--- config.mk ---
export PLATFORM = sky130hd
export DESIGN_NAME = timer_reload_capture_unit
export DESIGN_NICKNAME = d
export VERILOG_FILES = /design/src/design/timer_pkg.sv /design/src/design/pin_sampler.sv /design/src/design/timer_reload_capture_unit.sv
export VERILOG_INCLUDE_DIRS = /design/src /design/src/design
export SDC_FILE = /design/constraint.sdc
export NUM_CORES = 1
export LEC_CHECK = 0
export BUFFER_PORTS_ARGS = -buffer_cell sky130_fd_sc_hd__buf_2
export CAP_MARGIN = 25
export CORE_AREA = 2 2 122 172
export DETAILED_ROUTE_END_ITERATION = 8
export DIE_AREA = 0 0 124 174
export HOLD_SLACK_MARGIN = 0.1
export PLACE_DENSITY = 0.53
export REMOVE_ABC_BUFFERS = 1
export SYNTH_ARGS = -nofsm -noshare
export SYNTH_HDL_FRONTEND = slang
export SYNTH_HIERARCHICAL = 1
export SYNTH_SLANG_ARGS = --single-unit
--- constraint.sdc ---
create_clock -name sys_clk_i -period 3.4 [get_ports sys_clk_i]
set_input_delay 0.34 -clock sys_clk_i [delete_from_list [all_inputs] [get_ports sys_clk_i]]
set_output_delay 0.34 -clock sys_clk_i [all_outputs]
set_load 0.02 [all_outputs]
--- src/design/timer_reload_capture_regs.svh ---
// register addresses, field positions, reset values and counts of the timer block
// assumes it is included by bare name wherever these constants are needed
`ifndef TIMER_RELOAD_CAPTURE_REGS_SVH
`define TIMER_RELOAD_CAPTURE_REGS_SVH

// special function register addresses on the core's register port
`define ADDR_TIMER_RUN_FLAGS 8'h00
`define ADDR_TIMER_MODE_REG 8'h01
`define ADDR_T0_LOW_BYTE 8'h02
`define ADDR_T1_LOW_BYTE 8'h03
`define ADDR_T0_HIGH_BYTE 8'h04
`define ADDR_T1_HIGH_BYTE 8'h05
`define ADDR_TIMER_THREE_CONTROL 8'h06
`define ADDR_T3_MODE_REG 8'h07
`define ADDR_T3_CAPTURE_LOW 8'h08
`define ADDR_T3_CAPTURE_HIGH 8'h09
`define ADDR_T3_LOW_BYTE 8'h0A
`define ADDR_T3_HIGH_BYTE 8'h0B
`define ADDR_POWER_CONTROL_REG 8'h0C

// run/flag register fields
`define RF_T1_OVERFLOW_FLAG 7
`define RF_T1_RUN_BIT 6
`define RF_T0_OVERFLOW_FLAG 5
`define RF_T0_RUN_BIT 4

// timer mode register fields
`define TM_T1_GATE 7
`define TM_T1_COUNTER_SEL 6
`define TM_T1_MODE_HI 5
`define TM_T1_MODE_LO 4
`define TM_T0_GATE 3
`define TM_T0_COUNTER_SEL 2
`define TM_T0_MODE_HI 1
`define TM_T0_MODE_LO 0
`define MODE_AUTO_RELOAD 2'b10
`define MODE_SPLIT 2'b11

// timer three control fields
`define T3C_OVERFLOW_FLAG 7
`define T3C_EXTERNAL_FLAG 6
`define T3C_RX_CLOCK_SELECT 5
`define T3C_TX_CLOCK_SELECT 4
`define T3C_EXT_ENABLE 3
`define T3C_RUN_BIT 2
`define T3C_COUNTER_SELECT 1
`define T3C_CAPTURE_RELOAD_SELECT 0

// timer three mode register and power control fields
`define T3M_DOWN_COUNT_ENABLE 0
`define PC_PORT2_RX_CLOCK_SELECT 5
`define PC_PORT2_TX_CLOCK_SELECT 4

// byte reset value and down count underflow load value
`define BYTE_RESET 8'h00
`define WORD_ALL_ONES 16'hFFFF

// synchronised pin vector positions
`define PIN_T0_COUNT 0
`define PIN_T1_COUNT 1
`define PIN_T3_COUNT 2
`define PIN_T3_TRIGGER 3
`define PIN_EXT_IRQ_ZERO 4
`define PIN_EXT_IRQ_ONE 5
`define PIN_COUNT 6

// oscillator clocks per machine cycle
`define OSC_PER_MACHINE_CYCLE 12
`define MC_COUNT_WIDTH 4

`endif

--- src/design/timer_pkg.sv ---
// types shared by the timer block and its pin sampler
// assumes the register header sits on the include path
`include "timer_reload_capture_regs.svh"
package timer_pkg;

  typedef enum logic [1:0] {
    T3_CAPTURE,
    T3_RELOAD,
    T3_BAUD
  } t3_mode_e;

  typedef struct packed {
    logic [`PIN_COUNT-1:0] sync1;
    logic [`PIN_COUNT-1:0] sync2;
    logic [`PIN_COUNT-1:0] sample;
  } sampler_state_s;

  typedef struct packed {
    logic [`MC_COUNT_WIDTH-1:0] mc_cnt;
    logic t1_overflow_flag;
    logic t1_run_bit;
    logic t0_overflow_flag;
    logic t0_run_bit;
    logic [7:0] timer_mode_reg;
    logic [7:0] t0_low_byte;
    logic [7:0] t0_high_byte;
    logic [7:0] t1_low_byte;
    logic [7:0] t1_high_byte;
    logic [7:0] timer_three_control;
    logic down_count_enable;
    logic [7:0] t3_capture_low;
    logic [7:0] t3_capture_high;
    logic [7:0] t3_low_byte;
    logic [7:0] t3_high_byte;
    logic port2_rx_clock_select;
    logic port2_tx_clock_select;
    logic [7:0] rdata;
    logic uart1_rx_clk;
    logic uart1_tx_clk;
    logic uart2_rx_clk;
    logic uart2_tx_clk;
    logic t0_irq;
    logic t1_irq;
    logic t3_irq;
  } timer_state_s;

endpackage

--- src/design/pin_sampler.sv ---
// two-flop synchroniser and once-per-machine-cycle falling edge sampler for the timer pins
// assumes mc_tick_i is a one-cycle pulse from the same clock domain
`include "timer_reload_capture_regs.svh"
module pin_sampler
  import timer_pkg::*;
(
  // clock and reset
  input wire logic sys_clk_i,
  input wire logic rst_i,
  // machine cycle strobe
  input wire logic mc_tick_i,
  // raw pins and results
  input wire logic [`PIN_COUNT-1:0] pins_i,
  output logic [`PIN_COUNT-1:0] level_o,
  output logic [`PIN_COUNT-1:0] fall_o
);

  sampler_state_s s;
  sampler_state_s next_s;

  always_comb begin
    next_s = s;
    next_s.sync1 = pins_i;
    next_s.sync2 = s.sync1;
    if (mc_tick_i) begin
      next_s.sample = s.sync2;
    end
  end

  always_ff @(posedge sys_clk_i) begin
    if (rst_i) begin
      s <= '0;
    end else begin
      s <= next_s;
    end
  end

  assign level_o = s.sync2;
  // high at the previous machine cycle sample, low now: one edge per two cycles at most
  assign fall_o = {`PIN_COUNT{mc_tick_i}} & s.sample & ~s.sync2;

endmodule

--- src/design/timer_reload_capture_unit.sv ---
// timer block: basic timers in reload and split modes, third timer with capture, reload and baud clocking
// assumes the core writes and reads registers over the plain register port, one access per cycle
//
// Behaviour
// - reload mode counts low byte, reloads from high
// - timer zero reload mode matches timer one
// - timer one split mode freezes its count
// - timer zero low byte: independent split counter
// - timer zero high byte uses timer one controls
// - timer one stoppable by mode, keeps baud pulses
// - third timer counts cycles or falling pin edges
// - capture mode: 16-bit up counter sets overflow
// - trigger fall captures count and sets external flag
// - reload mode: overflow sets flag, reloads pair
// - reload mode trigger fall sets flag, forces reload unless down counting
// - clock selects force reload, ignore capture select
// - baud operation never sets overflow flag
// - overflow flag cleared by software only
// - external flag requests interrupt, software clears
// - port one receive clock source selection
// - port one transmit clock source selection
// - trigger ignored unless enabled, baud included
// - baud mode trigger is extra interrupt source
// - third timer counts only while run bit set
// - port two clock selects in power register
// - capture mode counts upward only
// - timer function counts once per machine cycle
// - counter function needs high then low sample
// - mode field codes reload and split
// - gate bit ties enable to interrupt pin
`include "timer_reload_capture_regs.svh"
module timer_reload_capture_unit
  import timer_pkg::*;
#(
  parameter int OSC_PER_MC = `OSC_PER_MACHINE_CYCLE
) (
  // clock and reset
  input wire logic sys_clk_i,
  input wire logic rst_i,
  // register port
  input wire logic [7:0] sfr_addr_i,
  input wire logic sfr_wr_i,
  input wire logic [7:0] sfr_wdata_i,
  output logic [7:0] sfr_rdata_o,
  // pins
  input wire logic t0_count_pin_i,
  input wire logic t1_count_pin_i,
  input wire logic t3_count_pin_i,
  input wire logic t3_trigger_input_i,
  input wire logic ext_irq_zero_pin_i,
  input wire logic ext_irq_one_pin_i,
  // interrupt controller
  input wire logic t0_vector_ack_i,
  input wire logic t1_vector_ack_i,
  input wire logic t3_irq_enable_i,
  output logic t0_irq_o,
  output logic t1_irq_o,
  output logic t3_irq_o,
  // serial baud clock pulses
  output logic uart1_rx_clk_o,
  output logic uart1_tx_clk_o,
  output logic uart2_rx_clk_o,
  output logic uart2_tx_clk_o
);

  ////////////////////////////////////////////////////////////////////////////////
  // parameter check

  generate
    if (OSC_PER_MC < 2 || OSC_PER_MC > (1 << `MC_COUNT_WIDTH)) begin : g_bad_prescale
      $error("oscillator clocks per machine cycle out of range");
    end
  endgenerate

  localparam logic [`MC_COUNT_WIDTH-1:0] MC_LAST = `MC_COUNT_WIDTH'(OSC_PER_MC - 1);

  ////////////////////////////////////////////////////////////////////////////////
  // helpers

  function automatic logic [16:0] add_one16(input logic [15:0] v);
    add_one16 = {1'b0, v} + 17'h00001;
  endfunction

  function automatic logic [8:0] add_one8(input logic [7:0] v);
    add_one8 = {1'b0, v} + 9'h001;
  endfunction

  ////////////////////////////////////////////////////////////////////////////////
  // state and pins

  timer_state_s s;
  timer_state_s next_s;

  logic mc_tick;
  logic [`PIN_COUNT-1:0] pins;
  logic [`PIN_COUNT-1:0] pin_level;
  logic [`PIN_COUNT-1:0] pin_fall;

  assign mc_tick = (s.mc_cnt == MC_LAST);
  assign pins = {ext_irq_one_pin_i, ext_irq_zero_pin_i, t3_trigger_input_i,
                 t3_count_pin_i, t1_count_pin_i, t0_count_pin_i};

  pin_sampler u_pin_sampler (
    .sys_clk_i(sys_clk_i),
    .rst_i(rst_i),
    .mc_tick_i(mc_tick),
    .pins_i(pins),
    .level_o(pin_level),
    .fall_o(pin_fall)
  );

  ////////////////////////////////////////////////////////////////////////////////
  // next state

  logic [1:0] t0_mode;
  logic [1:0] t1_mode;
  logic t0_split;
  logic t0_en;
  logic t1_en;
  logic t0_inc;
  logic t1_inc;
  logic t3_inc;
  logic t3_baud;
  logic t3_trig;
  logic t3_ovf;
  logic t1_ovf;
  logic set_tf0;
  logic set_tf1;
  logic set_tf2;
  logic set_t3_external_flag;
  logic wr_run_flags;
  logic wr_t3_control;
  logic [8:0] sum8;
  logic [16:0] sum16;
  logic [15:0] cnt16;
  logic [15:0] next16;
  logic [15:0] rcap16;
  t3_mode_e t3_mode;

  always_comb begin
    next_s = s;
    next_s.mc_cnt = mc_tick ? '0 : s.mc_cnt + `MC_COUNT_WIDTH'(1);
    t0_mode = {s.timer_mode_reg[`TM_T0_MODE_HI], s.timer_mode_reg[`TM_T0_MODE_LO]};
    t1_mode = {s.timer_mode_reg[`TM_T1_MODE_HI], s.timer_mode_reg[`TM_T1_MODE_LO]};
    t0_split = (t0_mode == `MODE_SPLIT);
    // while timer zero is split its high byte owns the timer one run bit
    t0_en = s.t0_run_bit & (~s.timer_mode_reg[`TM_T0_GATE] | pin_level[`PIN_EXT_IRQ_ZERO]);
    t1_en = (s.t1_run_bit | t0_split) & (~s.timer_mode_reg[`TM_T1_GATE] | pin_level[`PIN_EXT_IRQ_ONE]);
    t0_inc = mc_tick & t0_en & (s.timer_mode_reg[`TM_T0_COUNTER_SEL] ? pin_fall[`PIN_T0_COUNT] : 1'b1);
    t1_inc = mc_tick & t1_en & (s.timer_mode_reg[`TM_T1_COUNTER_SEL] ? pin_fall[`PIN_T1_COUNT] : 1'b1);
    set_tf0 = 1'b0;
    set_tf1 = 1'b0;
    set_tf2 = 1'b0;
    set_t3_external_flag = 1'b0;
    t1_ovf = 1'b0;
    t3_ovf = 1'b0;
    sum8 = 9'h000;
    sum16 = 17'h00000;

    // timer zero
    if (t0_inc) begin
      case (t0_mode)
        `MODE_AUTO_RELOAD: begin
          sum8 = add_one8(s.t0_low_byte);
          set_tf0 = sum8[8];
          next_s.t0_low_byte = sum8[8] ? s.t0_high_byte : sum8[7:0];
        end
        `MODE_SPLIT: begin
          sum8 = add_one8(s.t0_low_byte);
          set_tf0 = sum8[8];
          next_s.t0_low_byte = sum8[7:0];
        end
        default: begin
          sum16 = add_one16({s.t0_high_byte, s.t0_low_byte});
          set_tf0 = sum16[16];
          next_s.t0_high_byte = sum16[15:8];
          next_s.t0_low_byte = sum16[7:0];
        end
      endcase
    end
    // split high byte: machine cycles only, timer one run bit and flag
    if (mc_tick && t0_split && s.t1_run_bit) begin
      sum8 = add_one8(s.t0_high_byte);
      set_tf1 = sum8[8];
      next_s.t0_high_byte = sum8[7:0];
    end

    // timer one; split mode holds the count like a cleared run bit
    if (t1_inc && t1_mode != `MODE_SPLIT) begin
      if (t1_mode == `MODE_AUTO_RELOAD) begin
        sum8 = add_one8(s.t1_low_byte);
        t1_ovf = sum8[8];
        next_s.t1_low_byte = sum8[8] ? s.t1_high_byte : sum8[7:0];
      end else begin
        sum16 = add_one16({s.t1_high_byte, s.t1_low_byte});
        t1_ovf = sum16[16];
        next_s.t1_high_byte = sum16[15:8];
        next_s.t1_low_byte = sum16[7:0];
      end
    end
    // with timer zero split its flag belongs to the high byte; pulses still reach the uarts
    if (t1_ovf && !t0_split) begin
      set_tf1 = 1'b1;
    end

    // third timer
    t3_baud = s.timer_three_control[`T3C_RX_CLOCK_SELECT] | s.timer_three_control[`T3C_TX_CLOCK_SELECT] |
              s.port2_rx_clock_select | s.port2_tx_clock_select;
    if (t3_baud) begin
      t3_mode = T3_BAUD;
    end else if (s.timer_three_control[`T3C_CAPTURE_RELOAD_SELECT]) begin
      t3_mode = T3_CAPTURE;
    end else begin
      t3_mode = T3_RELOAD;
    end
    t3_inc = mc_tick & s.timer_three_control[`T3C_RUN_BIT] &
             (s.timer_three_control[`T3C_COUNTER_SELECT] ? pin_fall[`PIN_T3_COUNT] : 1'b1);
    t3_trig = s.timer_three_control[`T3C_EXT_ENABLE] & pin_fall[`PIN_T3_TRIGGER];
    cnt16 = {s.t3_high_byte, s.t3_low_byte};
    rcap16 = {s.t3_capture_high, s.t3_capture_low};
    next16 = cnt16;
    if (t3_inc) begin
      if (t3_mode == T3_RELOAD && s.down_count_enable && !pin_level[`PIN_T3_TRIGGER]) begin
        if (cnt16 == rcap16) begin
          next16 = `WORD_ALL_ONES;
          set_tf2 = 1'b1;
        end else begin
          next16 = cnt16 - 16'h0001;
        end
      end else begin
        // capture mode lands here whatever the down count bit says
        sum16 = add_one16(cnt16);
        if (t3_mode == T3_BAUD) begin
          t3_ovf = sum16[16];
        end else begin
          set_tf2 = sum16[16];
        end
        if (sum16[16] && t3_mode != T3_CAPTURE) begin
          next16 = rcap16;
        end else begin
          next16 = sum16[15:0];
        end
      end
    end
    if (t3_trig) begin
      set_t3_external_flag = 1'b1;
      case (t3_mode)
        T3_CAPTURE: begin
          next_s.t3_capture_high = s.t3_high_byte;
          next_s.t3_capture_low = s.t3_low_byte;
        end
        T3_RELOAD: begin
          // in down count mode the trigger pin is the direction, not a reload
          if (!s.down_count_enable) begin
            next16 = rcap16;
          end
        end
        default: begin
        end
      endcase
    end
    next_s.t3_high_byte = next16[15:8];
    next_s.t3_low_byte = next16[7:0];

    // software writes win over counting for data, lose to hardware sets for flags
    wr_run_flags = sfr_wr_i && (sfr_addr_i == `ADDR_TIMER_RUN_FLAGS);
    wr_t3_control = sfr_wr_i && (sfr_addr_i == `ADDR_TIMER_THREE_CONTROL);
    if (sfr_wr_i) begin
      case (sfr_addr_i)
        `ADDR_TIMER_MODE_REG: next_s.timer_mode_reg = sfr_wdata_i;
        `ADDR_T0_LOW_BYTE: next_s.t0_low_byte = sfr_wdata_i;
        `ADDR_T1_LOW_BYTE: next_s.t1_low_byte = sfr_wdata_i;
        `ADDR_T0_HIGH_BYTE: next_s.t0_high_byte = sfr_wdata_i;
        `ADDR_T1_HIGH_BYTE: next_s.t1_high_byte = sfr_wdata_i;
        `ADDR_T3_MODE_REG: next_s.down_count_enable = sfr_wdata_i[`T3M_DOWN_COUNT_ENABLE];
        `ADDR_T3_CAPTURE_LOW: next_s.t3_capture_low = sfr_wdata_i;
        `ADDR_T3_CAPTURE_HIGH: next_s.t3_capture_high = sfr_wdata_i;
        `ADDR_T3_LOW_BYTE: next_s.t3_low_byte = sfr_wdata_i;
        `ADDR_T3_HIGH_BYTE: next_s.t3_high_byte = sfr_wdata_i;
        `ADDR_POWER_CONTROL_REG: begin
          next_s.port2_rx_clock_select = sfr_wdata_i[`PC_PORT2_RX_CLOCK_SELECT];
          next_s.port2_tx_clock_select = sfr_wdata_i[`PC_PORT2_TX_CLOCK_SELECT];
        end
        default: begin
        end
      endcase
    end
    if (wr_run_flags) begin
      next_s.t1_run_bit = sfr_wdata_i[`RF_T1_RUN_BIT];
      next_s.t0_run_bit = sfr_wdata_i[`RF_T0_RUN_BIT];
    end
    next_s.t0_overflow_flag = (wr_run_flags ? sfr_wdata_i[`RF_T0_OVERFLOW_FLAG] :
                               (s.t0_overflow_flag & ~t0_vector_ack_i)) | set_tf0;
    next_s.t1_overflow_flag = (wr_run_flags ? sfr_wdata_i[`RF_T1_OVERFLOW_FLAG] :
                               (s.t1_overflow_flag & ~t1_vector_ack_i)) | set_tf1;
    if (wr_t3_control) begin
      next_s.timer_three_control[5:0] = sfr_wdata_i[5:0];
    end
    // no hardware clear of the third timer flags
    next_s.timer_three_control[`T3C_OVERFLOW_FLAG] = (wr_t3_control ? sfr_wdata_i[`T3C_OVERFLOW_FLAG] :
                                                      s.timer_three_control[`T3C_OVERFLOW_FLAG]) | set_tf2;
    next_s.timer_three_control[`T3C_EXTERNAL_FLAG] = (wr_t3_control ? sfr_wdata_i[`T3C_EXTERNAL_FLAG] :
                                                      s.timer_three_control[`T3C_EXTERNAL_FLAG]) | set_t3_external_flag;

    // read data, one cycle behind the address
    case (sfr_addr_i)
      `ADDR_TIMER_RUN_FLAGS: next_s.rdata = {s.t1_overflow_flag, s.t1_run_bit, s.t0_overflow_flag,
                                             s.t0_run_bit, 4'h0};
      `ADDR_TIMER_MODE_REG: next_s.rdata = s.timer_mode_reg;
      `ADDR_T0_LOW_BYTE: next_s.rdata = s.t0_low_byte;
      `ADDR_T1_LOW_BYTE: next_s.rdata = s.t1_low_byte;
      `ADDR_T0_HIGH_BYTE: next_s.rdata = s.t0_high_byte;
      `ADDR_T1_HIGH_BYTE: next_s.rdata = s.t1_high_byte;
      `ADDR_TIMER_THREE_CONTROL: next_s.rdata = s.timer_three_control;
      `ADDR_T3_MODE_REG: next_s.rdata = {7'h00, s.down_count_enable};
      `ADDR_T3_CAPTURE_LOW: next_s.rdata = s.t3_capture_low;
      `ADDR_T3_CAPTURE_HIGH: next_s.rdata = s.t3_capture_high;
      `ADDR_T3_LOW_BYTE: next_s.rdata = s.t3_low_byte;
      `ADDR_T3_HIGH_BYTE: next_s.rdata = s.t3_high_byte;
      `ADDR_POWER_CONTROL_REG: next_s.rdata = {2'h0, s.port2_rx_clock_select, s.port2_tx_clock_select, 4'h0};
      default: next_s.rdata = `BYTE_RESET;
    endcase

    // baud pulses; the uart itself picks which serial modes use them
    next_s.uart1_rx_clk = s.timer_three_control[`T3C_RX_CLOCK_SELECT] ? t3_ovf : t1_ovf;
    next_s.uart1_tx_clk = s.timer_three_control[`T3C_TX_CLOCK_SELECT] ? t3_ovf : t1_ovf;
    next_s.uart2_rx_clk = s.port2_rx_clock_select ? t3_ovf : t1_ovf;
    next_s.uart2_tx_clk = s.port2_tx_clock_select ? t3_ovf : t1_ovf;

    // interrupt requests follow the flags in the same cycle
    next_s.t0_irq = next_s.t0_overflow_flag;
    next_s.t1_irq = next_s.t1_overflow_flag;
    next_s.t3_irq = t3_irq_enable_i & (next_s.timer_three_control[`T3C_OVERFLOW_FLAG] |
                                       next_s.timer_three_control[`T3C_EXTERNAL_FLAG]);
  end

  ////////////////////////////////////////////////////////////////////////////////
  // registers

  always_ff @(posedge sys_clk_i) begin
    if (rst_i) begin
      s <= '0;
    end else begin
      s <= next_s;
    end
  end

  ////////////////////////////////////////////////////////////////////////////////
  // outputs

  assign sfr_rdata_o = s.rdata;
  assign t0_irq_o = s.t0_irq;
  assign t1_irq_o = s.t1_irq;
  assign t3_irq_o = s.t3_irq;
  assign uart1_rx_clk_o = s.uart1_rx_clk;
  assign uart1_tx_clk_o = s.uart1_tx_clk;
  assign uart2_rx_clk_o = s.uart2_rx_clk;
  assign uart2_tx_clk_o = s.uart2_tx_clk;

endmodule

==> results of run 1 <==
-- per-stage QoR --
stage / hold slack [ns] / worst slack, ns
floorplan: 0.405 / 0.635
global placement: 0.418 / 0.537
detailed placement: 0.426 / 0.494
CTS: 0.109 / 0.452
global route: 0.131 / 0.343
finish: 0.121 / 0.467
-- metal layers --
metal  part of all wire  up-vias
li1                   -     3562
met2               0.49      347
met4              0.049        0
met3              0.060       85
met1               0.40     3616
met5                  0        -
-- layout make-up --
type / instances / area [um2]
clock buffers: 18 / 439
multi-input cells: 748 / 4850
repair buffers: 68 / 408
flip-flops and latches: 120 / 2400
clock inverters: 14 / 149
fillers: 2119 / 11500
well taps: 256 / 320
inverters: 17 / 63.8
-- worst min path at each step --
stage,start,to,slack [ns]
floorplan,rst_i,s[62],0.40
global placement,u_pin_sampler/next_s[9],u_pin_sampler/level_o[3],0.42
detailed placement,u_pin_sampler/next_s[6],u_pin_sampler/level_o[0],0.43
CTS,t0_count_pin_i,u_pin_sampler/next_s[6],0.11
global route,t1_count_pin_i,u_pin_sampler/next_s[7],0.13
finish,t0_count_pin_i,u_pin_sampler/next_s[6],0.12
-- cell usage in the layout, fill, tap and decap left out, types with 13 or more instances in the layout --
cell / count
mux2i_1: 50
nor3_1: 22
buf_4: 27
a21oi_1: 63
nor4_1: 14
nor2b_1: 15
nand2_1: 90
nand4_1: 18
mux2_2: 13
xor2_1: 22
and3_1: 23
o21ai_0: 20
clkbuf_16: 17
dfxtp_1: 120
xnor2_1: 21
inv_1: 16
a211oi_1: 33
nor2_1: 109
buf_2: 41
nand3_1: 52
-- flip-flops by register name (all words and copies together) (netlist names), 4 cells and up --
| signal | count |
|---|---|
| sfr_rdata_o | 8 |
| s | 57 |
| u_pin_sampler/s | 4 |
| cnt16 | 16 |
| u_pin_sampler/next_s | 6 |
| u_pin_sampler/level_o | 6 |
| rcap16 | 16 |
-- where the power goes --
part / total [mW] / leakage (nW) / switching [mW] / internal (mW)
Clock: 1.83 / 0.279 / 0.725 / 1.10
Combinational: 0.161 / 1.99 / 0.116 / 0.0444
Sequential: 1.43 / 0.969 / 0.00843 / 1.42
-- critical path, stage by stage, from the launching register on --
cell,delay [ns]
dfxtp_1,0.36
ha_1,0.21
and3b_1,0.51
nand2_1,0.09
nor2_1,0.11
o221ai_1,0.23
or4_4,0.66
o32ai_4,0.44
mux2i_1,0.14
nor2_1,0.12
==> results by group, run 1 <==
STA
  – Slew Limit Fails: 0
  – Fmax: 341 MHz
  – Final Hold Viols: 0
  – Tcrit/Tclk final: 0.863
  – Final setup vio count: 0
  – Worst-Margin Slew: between 0.8 and 0.9 ns
  – Rel. slew slack: 0.427
  – Final Skew: 0.0127 ns
  – Period minus WS final: between 2 and 3 ns
  – RSZ-0062 raised after global routing: no
  – Setup tns final: 0 ns

Floorplan
  – IO Pins: 43
  – Height of the die: about 170 um
  – Row count: just over 60
  – Die Area: between 20,000 and 25,000 um2
  – Starting density of the core: 0.385
  – Die width: about 120 um
  – Core Footprint: about 20,000 um2

Pwr
  – Power Total: approximately 3.4 mW
  – VDD IR-drop max: 344 uV
  – Static leakage: about 3.2 nW
  – Cell Pwr Density: 395 nW/um2

Clock tree
  – Root buffer cell: clkbuf_16
  – CTS tree: yes
  – CTS H-tree depth: 4
  – Post-CTS Resized: 0
  – Maximum clock path buffer count: 2
  – Hold_buf cts: 0
  – Clock buffer count from CTS: 17
  – Worst-skew pair later-pin latency: roughly 0.43 ns
  – Clock-pin slew on the worst setup and hold paths: roughly 0.06 ns
  – Clk sinks: 120
  – Post-CTS setup buffers: 0

Setup path
  – Worst EP required: 3.76 ns
  – RR Startpoint: s[102]
  – Crit path launch: s[102]
  – Reg2Reg Depth: 9
  – CP Capture Type: flip-flop
  – Register-to-register setup slack: between 0.4 and 0.5 ns
  – Arrival @ worst endpoint: approximately 3.3 ns
  – Worst setup endpoint: uart2_tx_clk_o
  – Worst Path Class, Setup: reg2reg
  – Crit Path Max Fanout: 11
  – CP Launch Type: flip-flop
  – Worst flop-to-flop path endpoint: uart2_tx_clk_o

Worst hold path
  – HP Class: in2reg
  – Hold Path Depth: 2

Detailed routing
  – DR iter-0 viols: 719
  – # DRC: 0
  – Vias/cell: 6.13
  – Drt total wl: approximately 28 mm
  – Drt first pass iters: 8
  – Post-route ant nets: 0
  – WL/cell: approximately 22 um
  – Vias post-DR: 7,610

Placed design
  – I/O Buffers: 42
  – Global placement routability congestion: about 0.93
  – Placed Area: just over 8000 um2
  – Post-DP HPWL: ~20 mm
  – Placed Cells: roughly 1,200

Cells and area
  – Post-route cell area: approximately 8600 um2
  – Antenna fix cells: 0
  – Synth-to-layout area growth: 11.1%
  – Share of cells above drive strength 1: 0.153
  – Finished Layout Cells: 1,241
  – Fin nets: about 1,000
  – Fin util: 0.428

GRT
  – Most Crowded Layer GR: met2
  – GRT overflow: 0
  – GR Util met1: 0.322
  – Maximum number of pins on one net before global-route repair: 37
  – GRT Total Usage: 0.262
  – Number of global-route vias before repair: 7,154
  – GR Util met3: 0.0390
  – First-pass GRT wire length: approximately 43 mm
  – Initial antenna violation count: 0
  – Met2 Usage GRT: 0.438

Synthesis
  – Post-Syn Area: just under 8000 um2
  – Synth Warn #: 6
  – Avg Synthesized Cell Area: 7.94 um2
  – Gate Count Post-Synth: ~980

Flow run
  – Max-cap violations: 0

Outcome
  – Status: finished clean
Power figures use the tool's default switching activity.
==> run 2: changes to the inputs <==
CORE_AREA = 2 2 120 168   (was 2 2 122 172)
DIE_AREA = 0 0 122 170   (was 0 0 124 174)
PLACE_DENSITY = 0.54   (was 0.53)
SYNTH_HIERARCHICAL = unset   (was 1)
==> run 2 against run 1 <==
Compared with the run above:
- total power down 3.1%
- worst setup slack improved by 0.33 ns
- synthesized cell count decreased by 2.3%
- register-to-register slack better by 0.33 ns
- core utilization grew 1.8 points
- hold slack better by 0.00082 ns
- highest routed layer unchanged
- clock power is 6% lower
- via count decreased by 1.8%
==> results by group, run 2 <==
Cells and area
  – Most frequent cells in the layout: 129 x nor2_1, 120 x dfxtp_1, 85 x nand2_1, 57 x a21oi_1, 51 x mux2i_1
  – Fillers: ~2,000
  – Biggest register: s
  – Antenna fix cells: 0
  – Max reg flops: between 50 and 60
  – Synth-to-layout area growth: 12.8%
  – Fin nets: approximately 1,000
  – Share of cells above drive strength 1: 0.132
  – Commonest non-fill, non-tap cell in the layout: nor2_1

Synthesis
  – Post-Synth Simple-Gate Area: 0.255
  – Commonest cells post-synth: 129 x nor2_1, 120 x dfxtp_1, 85 x nand2_1, 57 x a21oi_1, 56 x clkbuf_1
  – Yosys top cell area share: 0.317
  – Area leader, netlist: dfxtp_1
  – Compound-Gate Fraction of Synth Area: 0.207
  – Cell variety after synth: 74
  – Mux cell area share after synthesis: 0.0977
  – Post-synthesis adder-cell area fraction: 0.00992
  – Avg Synthesized Cell Area: between 7 and 8 um2
  – Gate Count Post-Synth: between 900 and 1,000
  – Post-synthesis sequential area ratio: 0.317
  – Post-Syn Area: around 7600 um2
  – Synth Warn #: 0
  – Post-synthesis register bit count: 120
  – Ys async rst share: 0
  – EDFF count, synth: 0
  – Synth Area in XOR/XNOR: 0.0567
  – Ranking of synthesized cells by area: dfxtp_1 32%, mux2i_1 6.7%, nor2_1 6.4%
  – Primary FF master, synth: dfxtp_1
  – Most common cell in the synthesized netlist: nor2_1
  – Main combinational cell family by area after synthesis: simple AND/OR/NAND/NOR gates

STA
  – RSZ-0062 raised after global routing: no
  – Final setup vio count: 0
  – Worst Slack Setup Final: 0.799 ns
  – Final Hold Viols: 0
  – Rel. slew slack: 0.491
  – Setup tns final: 0 ns
  – Slew Limit Fails: 0
  – Final Skew: 0.0122 ns
  – Fmax: 384 MHz
  – Worst-Margin Slew: ~0.76 ns
  – Period minus WS final: between 2 and 3 ns
  – Tcrit/Tclk final: 0.765

Clock tree
  – Maximum clock path buffer count: 2
  – Hold_buf cts: 0
  – CTS H-tree depth: 4
  – Clock buffer count from CTS: 17
  – Post-CTS Resized: 0
  – Post-CTS setup buffers: 0
  – CTS tree: yes
  – Worst-skew pair later-pin latency: approximately 0.42 ns
  – Clk sinks: 120
  – Clock-pin slew on the worst setup and hold paths: 0.06 ns
  – Root buffer cell: clkbuf_16

Setup path
  – Worst Path Class, Setup: reg2reg
  – Buf+Inv Stages, Crit Path: 1
  – Largest stage delay on the critical path: approximately 0.53 ns
  – Register-to-register setup slack: around 0.80 ns
  – Crit Path Max Fanout: 12
  – Crit-path slowest cell: or4b_1
  – Worst EP required: between 3 and 4 ns
  – Worst path cell trace: inv_1, ha_1, or4b_1, nor3_1, nand2_1, xnor2_1, o221ai_1, a31oi_1
  – CP top delay family: simple AND/OR/NAND/NOR gates
  – CP Capture Type: flip-flop
  – Arrival @ worst endpoint: about 3.0 ns
  – CP Launch Type: flip-flop

Pwr
  – Cell Int Power: about 2.5 mW
  – Clk network pwr share: 0.521
  – Sw Ratio: 0.243
  – Comb power frac: 0.048
  – Power Total: ~3.3 mW
  – Sequential share of power: 0.431
  – Cell Pwr Density: slightly below 400 nW/um2
  – Static leakage: between 3 and 4 nW
  – VDD IR-drop max: roughly 320 uV
  – Net Switching: around 0.80 mW

GRT
  – GRT overflow: 0
  – Initial antenna violation count: 0
  – Number of global-route vias before repair: around 7,100
  – GRT Total Usage: 0.262
  – Maximum number of pins on one net before global-route repair: 70
  – First-pass GRT wire length: ~41 mm

Floorplan
  – Row count: 60
  – Die Area: 20,700 um2
  – Starting density of the core: 0.395
  – Core Footprint: between 15,000 and 20,000 um2
  – Height of the die: approximately 170 um
  – IO Pins: 43
  – Die width: ~120 um

Detailed routing
  – WL/cell: ~22 um
  – Post-route ant nets: 0
  – DR iter-0 viols: roughly 630
  – Drt total wl: 26.7 mm
  – Drt first pass iters: 6
  – Vias/cell: between 6 and 7
  – Vias post-DR: about 7,500
  – # DRC: 0

Placed design
  – Setup WS pre-CTS: about 0.67 ns
  – I/O Buffers: 42
  – Global placement routability congestion: 0.971
  – Post-DP HPWL: 18.9 mm

Flow run
  – Max-cap violations: 0

Outcome
  – Status: finished clean

Worst hold path
  – HP Class: in2reg
run 2: cells by family after synthesis:
group / after synthesis
AOI/OAI and AO/OA: 224
xor gates and xnor gates: 49
adders and majority gates: 6
buffers and inverters: 102
DFF: 120
muxes: 63
and+or+nand+nor: 392
run 2: final cells by class:
class	instances	area [um2]	share of cell area
clock inverter	12	103	0.0120
clock buffer	20	457	0.0535
timing repair buffer	74	465	0.0545
tap	248	310	0.0363
inverter	19	71.3	0.00835
sequential	120	2400	0.281
multi-input combinational	734	4730	0.554
run 2: worst paths after layout:
check / start / endpoint / depth (start not counted)
setup / recovery: cnt16[0] / cnt16[12] / 8
hold / removal: t1_count_pin_i / u_pin_sampler.next_s[7] / 2
setup reg to reg: cnt16[0] / cnt16[12] / 8
hold reg to reg: u_pin_sampler.next_s[6] / u_pin_sampler.level_o[0] / 1
run 2: power by group through the flow:
stage	logic [mW]	clock network, mW	registers [mW]
floorplan	0.0498	0	1.45
global placement	0.156	0	1.46
detailed placement	0.157	0	1.46
CTS	0.157	1.74	1.43
global route	0.168	1.82	1.43
finish	0.159	1.72	1.43
run 2: worst reg2reg max path, cell delays in order, from the launching register on:
cell and delay, ns:
dfxtp_1 0.44, inv_1 0.14, ha_1 0.22, or4b_1 0.53
nor3_1 0.51, nand2_1 0.15, xnor2_1 0.18, o221ai_1 0.14
a31oi_1 0.22
run 2: per-stage QoR:
| step | utilization | std cells | hold slack [ns] | area [um2] |
|---|---|---|---|---|
| 2_1_floorplan | - | 873 | 0.409 | 7210 |
| 3_3_place_gp | 0.417 | 1195 | 0.416 | 7980 |
| 3_5_place_dp | 0.417 | 1195 | 0.423 | 7980 |
| 4_1_cts | 0.446 | 1227 | 0.118 | 8540 |
| 5_1_grt | 0.446 | 1227 | 0.112 | 8540 |
| 6_report | 0.446 | 1227 | 0.121 | 8540 |
run 2: metal layers:
metal  track usage  wire [um]  vias up
met5             0          0        -
met3        0.0389       1310       88
met2         0.444      13200      295
li1              -          -     3517
met4         0.158       1490        0
met1         0.310      10700     3572
